===== src/hdl/plr_pkg.sv =====
// Constants, types and stream helpers for the link-side phy request interface.
// Notes on behaviour
// - Link drives shared lines only after grant.
// - Data bus two lines per 100 Mbit/s; here all DATA_W lines are driven at every speed.
// - Control pair and clock never scale.
// - Link starts requests only; phy starts rest.
// - Granted link drives hold, transmit, release; never 11.
// - Link sends serial stream to request line.
// - Stream starts with 1, ends with 0.
// - Lengths: bus 7, read 9, write 17.
// - Bus request: type 1-3, speed 4-5, stop 6.
// - Read request: type, address 4-7, stop 8.
// - Write request: address, data 8-15, stop 16.
// - Type codes 000 to 101; 110, 111 reserved.
// - Speed codes 00, 01, 10; 11 reserved.
// - Arbitrated requests wait idle; receive means lost.
package plr_pkg;
    localparam logic [1:0] CTL_IDLE     = 2'h0;
    localparam logic [1:0] CTL_STATUS   = 2'h1;
    localparam logic [1:0] CTL_RECEIVE  = 2'h2;
    localparam logic [1:0] CTL_GRANT    = 2'h3;
    localparam logic [1:0] DRV_RELEASE  = 2'h0;
    localparam logic [1:0] DRV_HOLD     = 2'h1;
    localparam logic [1:0] DRV_TRANSMIT = 2'h2;
    localparam logic [2:0] RT_TAKEOVER  = 3'h0;
    localparam logic [2:0] RT_ISO       = 3'h1;
    localparam logic [2:0] RT_PRIORITY  = 3'h2;
    localparam logic [2:0] RT_FAIR      = 3'h3;
    localparam logic [2:0] RT_READ      = 3'h4;
    localparam logic [2:0] RT_WRITE     = 3'h5;
    localparam logic [1:0] SPD_RESERVED = 2'h3;
    localparam logic [4:0] LEN_BUS      = 5'h07;
    localparam logic [4:0] LEN_READ     = 5'h09;
    localparam logic [4:0] LEN_WRITE    = 5'h11;
    localparam int         POS_TYPE     = 1;
    localparam int         POS_SPEED    = 4;
    localparam int         POS_ADDR     = 4;
    localparam int         POS_DATA     = 8;
    localparam logic [7:0] OFS_REQ      = 8'h00;
    localparam logic [7:0] OFS_TXCTL    = 8'h04;
    localparam logic [7:0] OFS_STATUS   = 8'h08;
    localparam logic [31:0] TXCTL_RESET = 32'h0000_0001;
    localparam int         STS_PEND     = 0;
    localparam int         STS_SHIFT    = 1;
    localparam int         STS_OWN      = 2;
    localparam int         STS_LOST     = 3;
    localparam int         STS_CTL      = 4;
    localparam int         STS_RXDATA   = 8;
    localparam logic [1:0] RESP_OKAY    = 2'h0;
    localparam logic [1:0] RESP_SLVERR  = 2'h2;

    typedef struct packed {
        logic [7:0] data;
        logic [3:0] addr;
        logic [1:0] speed;
        logic [2:0] rtype;
    } plr_cmd_s;

    typedef enum logic [1:0] {REQ_IDLE, REQ_WAIT_IDLE, REQ_SHIFT, REQ_WAIT_GRANT} plr_req_e;
    typedef enum logic [1:0] {BUS_PHY, BUS_OWN, BUS_RELEASE} plr_bus_e;

    // Fields go out most significant bit first; bit 0 of the result leaves first.
    function automatic logic [16:0] plr_stream(input plr_cmd_s c);
        logic [16:0] s;
        s = 17'h0_0001;
        for (int i = 0; i < 3; i++) begin
            s[POS_TYPE+i] = c.rtype[2-i];
        end
        if (c.rtype == RT_READ || c.rtype == RT_WRITE) begin
            for (int i = 0; i < 4; i++) begin
                s[POS_ADDR+i] = c.addr[3-i];
            end
        end else begin
            for (int i = 0; i < 2; i++) begin
                s[POS_SPEED+i] = c.speed[1-i];
            end
        end
        if (c.rtype == RT_WRITE) begin
            for (int i = 0; i < 8; i++) begin
                s[POS_DATA+i] = c.data[7-i];
            end
        end
        return s;
    endfunction

    function automatic logic [4:0] plr_len(input logic [2:0] t);
        return (t == RT_WRITE) ? LEN_WRITE : (t == RT_READ) ? LEN_READ : LEN_BUS;
    endfunction

    function automatic logic plr_arb(input logic [2:0] t);
        return (t == RT_PRIORITY) || (t == RT_FAIR);
    endfunction

    function automatic logic [31:0] plr_mask(input logic [3:0] strb);
        return {{8{strb[3]}}, {8{strb[2]}}, {8{strb[1]}}, {8{strb[0]}}};
    endfunction
endpackage


===== src/hdl/plr_top.sv =====
// Link-side phy interface: request streams, control pair and AXI4-Lite registers.
//
// The implementer's own choices: the AXI4-Lite slave port and the register offsets.
`timescale 1ns/100ps
module plr_top #(
    parameter int unsigned DATA_W = 4
) (
    // Clock and reset
    input  wire logic              mclk,
    input  wire logic              resetn,
    // AXI4-Lite write channels
    input  wire logic [7:0]        s_axi_awaddr,
    input  wire logic              s_axi_awvalid,
    output logic                   s_axi_awready,
    input  wire logic [31:0]       s_axi_wdata,
    input  wire logic [3:0]        s_axi_wstrb,
    input  wire logic              s_axi_wvalid,
    output logic                   s_axi_wready,
    output logic [1:0]             s_axi_bresp,
    output logic                   s_axi_bvalid,
    input  wire logic              s_axi_bready,
    // AXI4-Lite read channels
    input  wire logic [7:0]        s_axi_araddr,
    input  wire logic              s_axi_arvalid,
    output logic                   s_axi_arready,
    output logic [31:0]            s_axi_rdata,
    output logic [1:0]             s_axi_rresp,
    output logic                   s_axi_rvalid,
    input  wire logic              s_axi_rready,
    // Interface clock from the phy
    input  wire logic              link_clock,
    // Control pair, two-way
    input  wire logic              control_pair_bit0_in,
    output logic                   control_pair_bit0_out,
    output logic                   control_pair_bit0_oe,
    input  wire logic              control_pair_bit1_in,
    output logic                   control_pair_bit1_out,
    output logic                   control_pair_bit1_oe,
    // Data bus, two-way
    input  wire logic [DATA_W-1:0] link_data_in,
    output logic [DATA_W-1:0]      link_data_out,
    output logic [DATA_W-1:0]      link_data_oe,
    // Request line
    output logic                   link_request_line
);
    import plr_pkg::*;

    logic [DATA_W+2:0] sync1_reg;
    logic [DATA_W+2:0] sync2_reg;
    logic              lclk_d_reg;
    logic [1:0]        ctl_smp_reg;
    logic [7:0]        rx_data_reg;
    logic              idle_prev_reg;
    plr_req_e          req_reg;
    plr_bus_e          bus_reg;
    plr_cmd_s          cmd_reg;
    logic              pend_reg;
    logic              lost_reg;
    logic [16:0]       shift_reg;
    logic [4:0]        cnt_reg;
    logic              link_request_line_reg;
    logic [1:0]        ctl_out_reg;
    logic              ctl_oe_reg;
    logic [DATA_W-1:0] dout_reg;
    logic [31:0]       txctl_reg;
    logic              aw_full_reg;
    logic              w_full_reg;
    logic [7:0]        awaddr_reg;
    logic [31:0]       wdata_reg;
    logic [3:0]        wstrb_reg;
    logic              bvalid_reg;
    logic [1:0]        bresp_reg;
    logic              rvalid_reg;
    logic [31:0]       rdata_reg;
    logic [1:0]        rresp_reg;

    // Link-domain view, all through the two-flop synchroniser.
    wire              lclk_s    = sync2_reg[0];
    wire [1:0]        ctl_s     = sync2_reg[2:1];
    wire [DATA_W-1:0] data_s    = sync2_reg[DATA_W+2:3];
    wire              lrise     = lclk_s & ~lclk_d_reg;
    wire              lfall     = ~lclk_s & lclk_d_reg;
    wire              ctl_idle  = ctl_smp_reg == CTL_IDLE;
    wire              ctl_grant = ctl_smp_reg == CTL_GRANT;
    // Receive only counts as lost while the phy owns the pair.
    wire              rx_seen   = (ctl_smp_reg == CTL_RECEIVE) && (bus_reg == BUS_PHY);
    wire              arb       = plr_arb(cmd_reg.rtype);
    wire [16:0]       stream    = plr_stream(cmd_reg);
    wire [4:0]        stream_n  = plr_len(cmd_reg.rtype);
    wire              is_reg    = (cmd_reg.rtype == RT_READ) || (cmd_reg.rtype == RT_WRITE);
    wire              lost_now  = lrise && arb && rx_seen &&
                                  (req_reg == REQ_SHIFT || req_reg == REQ_WAIT_GRANT);
    wire              start_ok  = ctl_idle && idle_prev_reg;
    wire              shift_end = lrise && (req_reg == REQ_SHIFT) && (cnt_reg == stream_n);

    // A reserved hold code from software is clamped, so 11 is never driven.
    wire [1:0]        drv_code  = (txctl_reg[1:0] == 2'h3) ? DRV_HOLD : txctl_reg[1:0];

    // Register bus decode.
    wire              wr_fire   = aw_full_reg && w_full_reg && !bvalid_reg;
    wire              ar_fire   = s_axi_arvalid && !rvalid_reg;
    wire [31:0]       wmask     = plr_mask(wstrb_reg);
    wire [31:0]       req_old   = {8'h00, cmd_reg.data, 4'h0, cmd_reg.addr,
                                   2'h0, cmd_reg.speed, 1'b0, cmd_reg.rtype};
    wire [31:0]       req_new   = (req_old & ~wmask) | (wdata_reg & wmask);
    wire [2:0]        new_type  = req_new[2:0];
    wire [1:0]        new_speed = req_new[5:4];
    wire              new_bad   = (new_type > RT_WRITE) ||
                                  (new_speed == SPD_RESERVED && new_type < RT_READ);
    wire              wr_req    = wr_fire && (awaddr_reg == OFS_REQ);
    wire              req_ok    = wr_req && !pend_reg && !new_bad;
    wire              wr_tx     = wr_fire && (awaddr_reg == OFS_TXCTL);
    wire              wr_sts    = wr_fire && (awaddr_reg == OFS_STATUS);
    wire              lost_clr  = wr_sts && wstrb_reg[0] && wdata_reg[STS_LOST];
    wire              wr_err    = (wr_req && !req_ok) ||
                                  !(wr_req || wr_tx || wr_sts);
    wire [31:0]       status    = {16'h0000, rx_data_reg, 2'h0, ctl_smp_reg,
                                   lost_reg, ctl_oe_reg, req_reg == REQ_SHIFT, pend_reg};
    wire              rd_map    = (s_axi_araddr == OFS_REQ) || (s_axi_araddr == OFS_TXCTL) ||
                                  (s_axi_araddr == OFS_STATUS);
    wire [31:0]       rd_word   = (s_axi_araddr == OFS_REQ)    ? req_old :
                                  (s_axi_araddr == OFS_TXCTL)  ? txctl_reg :
                                  (s_axi_araddr == OFS_STATUS) ? status : 32'h0000_0000;

    assign s_axi_awready         = !aw_full_reg && !bvalid_reg;
    assign s_axi_wready          = !w_full_reg && !bvalid_reg;
    assign s_axi_bvalid          = bvalid_reg;
    assign s_axi_bresp           = bresp_reg;
    assign s_axi_arready         = !rvalid_reg;
    assign s_axi_rvalid          = rvalid_reg;
    assign s_axi_rdata           = rdata_reg;
    assign s_axi_rresp           = rresp_reg;
    assign link_request_line     = link_request_line_reg;
    assign control_pair_bit0_out = ctl_out_reg[1];
    assign control_pair_bit1_out = ctl_out_reg[0];
    assign control_pair_bit0_oe  = ctl_oe_reg;
    assign control_pair_bit1_oe  = ctl_oe_reg;
    assign link_data_out         = dout_reg;
    assign link_data_oe          = {DATA_W{ctl_oe_reg}};

    // Clock, pair and data all cross together so they keep their relative timing.
    always_ff @(posedge mclk or negedge resetn) begin
        if (!resetn) begin
            sync1_reg  <= '0;
            sync2_reg  <= '0;
            lclk_d_reg <= 1'b0;
        end else begin
            sync1_reg  <= {link_data_in, control_pair_bit0_in, control_pair_bit1_in, link_clock};
            sync2_reg  <= sync1_reg;
            lclk_d_reg <= lclk_s;
        end
    end

    // Inputs are taken mid-cycle, at the falling edge, clear of the phy's launch edge.
    always_ff @(posedge mclk or negedge resetn) begin
        if (!resetn) begin
            ctl_smp_reg <= CTL_IDLE;
            rx_data_reg <= 8'h00;
        end else if (lfall) begin
            ctl_smp_reg <= ctl_s;
            if (!ctl_oe_reg && (ctl_s == CTL_RECEIVE || ctl_s == CTL_STATUS)) begin
                rx_data_reg <= 8'(data_s);
            end
        end
    end

    // Request stream engine, advanced once per link clock rising edge.
    always_ff @(posedge mclk or negedge resetn) begin
        if (!resetn) begin
            req_reg       <= REQ_IDLE;
            shift_reg     <= 17'h0_0000;
            cnt_reg       <= 5'h00;
            link_request_line_reg      <= 1'b0;
            idle_prev_reg <= 1'b0;
        end else if (lrise) begin
            idle_prev_reg <= ctl_idle;
            unique case (req_reg)
                REQ_IDLE: begin
                    if (pend_reg) begin
                        req_reg <= arb ? REQ_WAIT_IDLE : REQ_SHIFT;
                        if (!arb) begin
                            link_request_line_reg  <= stream[0];
                            shift_reg <= {1'b0, stream[16:1]};
                            cnt_reg   <= 5'h01;
                        end
                    end
                end
                REQ_WAIT_IDLE: begin
                    if (start_ok) begin
                        req_reg   <= REQ_SHIFT;
                        link_request_line_reg  <= stream[0];
                        shift_reg <= {1'b0, stream[16:1]};
                        cnt_reg   <= 5'h01;
                    end
                end
                REQ_SHIFT: begin
                    if (lost_now) begin
                        req_reg  <= REQ_WAIT_IDLE;
                        link_request_line_reg <= 1'b0;
                    end else if (cnt_reg == stream_n) begin
                        req_reg <= is_reg ? REQ_IDLE : REQ_WAIT_GRANT;
                    end else begin
                        link_request_line_reg  <= shift_reg[0];
                        shift_reg <= {1'b0, shift_reg[16:1]};
                        cnt_reg   <= cnt_reg + 5'h01;
                    end
                end
                REQ_WAIT_GRANT: begin
                    if (lost_now) begin
                        req_reg <= REQ_WAIT_IDLE;
                    end else if (ctl_grant) begin
                        req_reg <= REQ_IDLE;
                    end
                end
            endcase
        end
    end

    // One command at a time; it stays pending until sent, granted or lost and resent.
    always_ff @(posedge mclk or negedge resetn) begin
        if (!resetn) begin
            pend_reg <= 1'b0;
            cmd_reg  <= '0;
            lost_reg <= 1'b0;
        end else begin
            if (req_ok) begin
                pend_reg <= 1'b1;
                cmd_reg  <= plr_cmd_s'({req_new[23:16], req_new[11:8], new_speed, new_type});
            end else if ((shift_end && is_reg && !lost_now) ||
                         (lrise && req_reg == REQ_WAIT_GRANT && ctl_grant && !lost_now)) begin
                pend_reg <= 1'b0;
            end
            // A loss in the same cycle as the software clear is kept.
            if (lost_now) begin
                lost_reg <= 1'b1;
            end else if (lost_clr) begin
                lost_reg <= 1'b0;
            end
        end
    end

    // Control pair ownership after a grant; width and rate never depend on speed.
    always_ff @(posedge mclk or negedge resetn) begin
        if (!resetn) begin
            bus_reg     <= BUS_PHY;
            ctl_out_reg <= DRV_RELEASE;
            ctl_oe_reg  <= 1'b0;
            dout_reg    <= '0;
        end else if (lrise) begin
            unique case (bus_reg)
                BUS_PHY: begin
                    if (ctl_grant) begin
                        bus_reg     <= (drv_code == DRV_RELEASE) ? BUS_RELEASE : BUS_OWN;
                        ctl_out_reg <= drv_code;
                        ctl_oe_reg  <= 1'b1;
                        dout_reg    <= (drv_code == DRV_TRANSMIT) ? txctl_reg[DATA_W+7:8] : '0;
                    end
                end
                BUS_OWN: begin
                    ctl_out_reg <= drv_code;
                    dout_reg    <= (drv_code == DRV_TRANSMIT) ? txctl_reg[DATA_W+7:8] : '0;
                    if (drv_code == DRV_RELEASE) begin
                        bus_reg <= BUS_RELEASE;
                    end
                end
                BUS_RELEASE: begin
                    bus_reg     <= BUS_PHY;
                    ctl_out_reg <= DRV_RELEASE;
                    ctl_oe_reg  <= 1'b0;
                    dout_reg    <= '0;
                end
            endcase
        end
    end

    // Write side: address and data are taken in either order and answered together.
    always_ff @(posedge mclk or negedge resetn) begin
        if (!resetn) begin
            aw_full_reg <= 1'b0;
            w_full_reg  <= 1'b0;
            awaddr_reg  <= 8'h00;
            wdata_reg   <= 32'h0000_0000;
            wstrb_reg   <= 4'h0;
            bvalid_reg  <= 1'b0;
            bresp_reg   <= RESP_OKAY;
            txctl_reg   <= TXCTL_RESET;
        end else begin
            if (s_axi_awvalid && s_axi_awready) begin
                aw_full_reg <= 1'b1;
                awaddr_reg  <= {s_axi_awaddr[7:2], 2'h0};
            end
            if (s_axi_wvalid && s_axi_wready) begin
                w_full_reg <= 1'b1;
                wdata_reg  <= s_axi_wdata;
                wstrb_reg  <= s_axi_wstrb;
            end
            if (wr_fire) begin
                aw_full_reg <= 1'b0;
                w_full_reg  <= 1'b0;
                bvalid_reg  <= 1'b1;
                bresp_reg   <= wr_err ? RESP_SLVERR : RESP_OKAY;
            end else if (s_axi_bready) begin
                bvalid_reg <= 1'b0;
            end
            if (wr_tx) begin
                txctl_reg <= ((txctl_reg & ~wmask) | (wdata_reg & wmask)) & 32'h0000_ff03;
            end
        end
    end

    // Read side: one read in flight, answered the cycle after the address.
    always_ff @(posedge mclk or negedge resetn) begin
        if (!resetn) begin
            rvalid_reg <= 1'b0;
            rdata_reg  <= 32'h0000_0000;
            rresp_reg  <= RESP_OKAY;
        end else if (ar_fire) begin
            rvalid_reg <= 1'b1;
            rdata_reg  <= rd_word;
            rresp_reg  <= rd_map ? RESP_OKAY : RESP_SLVERR;
        end else if (s_axi_rready) begin
            rvalid_reg <= 1'b0;
        end
    end

    logic [4:0] bits_seen_reg;
    always_ff @(posedge mclk or negedge resetn) begin
        if (!resetn) begin
            bits_seen_reg <= 5'h00;
        end else if (lrise && req_reg != REQ_SHIFT) begin
            bits_seen_reg <= 5'h01;
        end else if (lrise && req_reg == REQ_SHIFT && cnt_reg != stream_n) begin
            bits_seen_reg <= bits_seen_reg + 5'h01;
        end
    end
endmodule


===== config.mk =====
export PLATFORM = sky130hd
export DESIGN_NAME = plr_top
export DESIGN_NICKNAME = d
export VERILOG_FILES = /design/src/hdl/plr_pkg.sv /design/src/hdl/plr_top.sv
export SDC_FILE = /design/constraint.sdc
export NUM_CORES = 1
export LEC_CHECK = 0
export BUFFER_PORTS_ARGS = -buffer_cell sky130_fd_sc_hd__buf_2
export CAP_MARGIN = 25
export CORE_MARGIN = 2
export CORE_UTILIZATION = 45
export DETAILED_ROUTE_END_ITERATION = 10
export GPL_TIMING_DRIVEN = 0
export PLACE_DENSITY = 0.66
export SLEW_MARGIN = 20
export SYNTH_ARGS = -nofsm -noshare
export SYNTH_HDL_FRONTEND = slang
export SYNTH_SLANG_ARGS = --single-unit

===== constraint.sdc =====
create_clock -name mclk -period 2.3 [get_ports mclk]
set_clock_uncertainty 0.2 [all_clocks]
set_input_delay 0.345 -clock mclk [delete_from_list [all_inputs] [get_ports mclk]]
set_output_delay 0.345 -clock mclk [all_outputs]
set_load 0.005 [all_outputs]

==> run_results.csv <==
group,metric,value,unit
run_status,status,"finished, violations left",
run_status,violations,"negative setup slack",
final_layout,diodes,0,
die,initial_core_util,0.463,
clock_tree,numCtsBuffers,17,
route,drt_first_pass_iters,5,
critical_path,crit_slowest_cell,"dfrtp_1",
timing,finalHoldViolations,0,
critical_path,cp-end-kind,"flip-flop",
die,core_area,13300,sq um
synthesis,synth_seq_cells,142,
final_layout,area_delta_synth_final,33.3,%
critical_path,cp_num_buf_inv,1,
synthesis,synth_ff_type,"dfrtp_1",
placed_design,dp_hpwl,9380,microns
critical_path,cp-endpoint,"shift_reg[7]",
critical_path,max_stage_delay,0.42,ns
die,dieWidth,121,microns
timing,max_freq,432,MHz
die,num_rows,42,
grt,grt_overflow,0,
grt,groute.usage.overall,0.202,
pwr,ir_worst_vdd,0.789,mV
pwr,p_leak,3.92,nW
route,vias,4523,
critical_path,cp.required,2.40,ns
timing,rsz0062_at_grt,"true",
route,final_antenna_net_count,0,
grt,grt_pass1_vias,4595,
clock_tree,cts-root-buf,"clkbuf_16",
timing,drv_slew,0,
critical_path,crit_chain,"or3b_4, a2111oi_4, nor3_4, o21ai_4, buf_12, mux2_2",
die,die_area,14600,sq um
clock_tree,clk_latency,0.41,ns
timing,tightest_slew,0.648,ns
synthesis,ys_warn_count,0,
job,maxCapViolCount,0,
clock_tree,cts_tree,"built",
critical_path,critPathTopFamily,"compound AO/OA/AOI/OAI gates",
grt,grt_antenna_before_repair,0,
critical_path,reg2reg_slack,-0.01,ns
synthesis,netlist_area,6150,sq um
clock_tree,cts_max_level,4,
pwr,power.density,1100,nW/um^2
route,drc,0,
die,die_h,121,microns
critical_path,start_kind,"flip-flop",
route,wl,14100,microns
synthesis,syn-instance-count,494,
synthesis,synth.largest_area_cell,"dfrtp_1",
hold_path,hold_class,"primary input to flip-flop",
timing,period_minus_slack,2.31,ns
critical_path,regToRegEndpoint,"shift_reg[7]",
final_layout,fillerInstances,1075,
die,ioPinCount,120,
placed_design,routabilityCongestion,0.811,
timing,max-slew-margin-rel,0.568,
final_layout,final_common_cell,"dfrtp_1",
grt,grt_max_degree,104,
synthesis,synth_area_leaders,"dfrtp_1, mux2_2, a22o_1, nand2_1, buf_4",
critical_path,worst-path-stages,6,
route,vias_per_cell,5.24,
timing,fin_setup_tns,-0.0288,ns
placed_design,io_buffer_count,92,
synthesis,yosysUniqueCellTypes,57,
synthesis,synth_top_area_frac,0.573,
final_layout,final_cell_mix,"dfrtp_1, buf_2, mux2_2",
timing,fin_ws,-0.0126,ns
critical_path,crit_path_start,"cnt_reg[3]",
route,drtIter0Drc,225,
clock_tree,clk_pin_slew,0.06,ns
critical_path,arrival,2.41,ns
route,wl_per_cell,16.3,microns
hold_path,worstHoldStart,"s_axi_araddr[6]",
final_layout,nets,744,
clock_tree,cts_sinks,142,
clock_tree,cts_buffer_depth,2,
placed_design,dpl-instance-area,6910,sq um
timing,finalHoldWorstSlack,0.108,ns
timing,post-route-period-util,1.01,
final_layout,fin_area,8200,sq um
final_layout,finalCoreUtilization,0.617,
critical_path,reg2reg_from,"cnt_reg[3]",
final_layout,drive_gt1_frac,0.397,
critical_path,cp_max_fo,6,
grt,grt_pass1_wl,23100,microns
hold_path,hold_depth,5,
critical_path,reg2reg_depth,6,
synthesis,synth-edff-count,0,
synthesis,synth.avg_cell_area,12.5,sq um
critical_path,critPathKind,"flip-flop to flip-flop",
synthesis,yosysSeqAreaShare,0.578,
synthesis,ys_async_sr_fraction,1.00,
timing,finalSetupViolCount,3,
==> per-layer routing <==
metal	track usage	wire, microns	part of all wire
met5	0	0	0
met4	0.0552	140	0.010
met3	0.0503	763	0.054
met2	0.331	6880	0.49
met1	0.270	6280	0.45
==> cell usage after synthesis, drive strengths merged, types with 8 or more instances <==
library cell / instances
a21oi: 11
a22o: 23
buf: 23
clkbuf: 14
dfrtp: 141
inv: 8
mux2: 73
mux2i: 10
nand2: 45
nand3: 9
nor2: 25
nor2b: 8
o21ai: 25
==> where the power goes <==
group	internal, mW	switching (mW)
Sequential	3.21	0.625
Combinational	1.30	1.11
Clock	1.64	1.14
Total	6.15	2.87
==> kinds of logic after synthesis <==
group,after synthesis,synth area share
adder cells (fa/ha/maj),4,0.00813
multiplexers,83,0.150
buffers and inverters,45,0.0407
AND/OR/NAND/NOR,126,0.109
AO/OA/AOI/OAI,92,0.112
flip-flops,142,0.578
other,1,0.000609
XOR/XNOR,1,0.00142
==> tightest hold or removal path, cell delays in order <==
cell     delay [ns]
buf_2          0.08
nor2_1         0.04
nand3_1        0.06
a21oi_1        0.04
o21ai_0        0.13
==> worst min-delay path by stage <==
stage / endpoint / slack, ns
global route: s_axi_rresp[1] / 0.15
detailed placement: sync1_reg[4] / 0.05
floorplan: async pin / -0.15
CTS: s_axi_rresp[1] / 0.1
global placement: sync2_reg[6] / 0.14
finish: s_axi_rresp[1] / 0.11
==> metrics by stage <==
step / total power, mW / setup slack, ns / instances
after floorplan: 5.29 / -0.0397 / 505
after global placement: 5.90 / -1.21 / 773
after detailed placement: 6.03 / -0.318 / 774
after CTS: 8.96 / -0.0944 / 857
after global routing: 9.58 / -0.0828 / 863
final: 9.02 / -0.0126 / 863
==> area by class of cell <==
type	count	area, sq um	area share
Clock inverter	15	173	0.0211
Tap cell	176	220	0.0268
Timing Repair Buffer	153	1060	0.130
Inverter	8	30.0	0.00366
Sequential cell	142	3560	0.434
Buffer	34	221	0.0270
Multi-Input combinational cell	318	2510	0.306
Clock buffer	17	425	0.0519
==> timing repair <==
action	CTS	global route
resized for setup	15	25
setup endpoints to repair	55	59
pin swaps	3	8
hold buffers	42	0
hold endpoints to repair	80	0
setup buffers	9	9
Note: power is estimated with default switching activity, not from simulation.
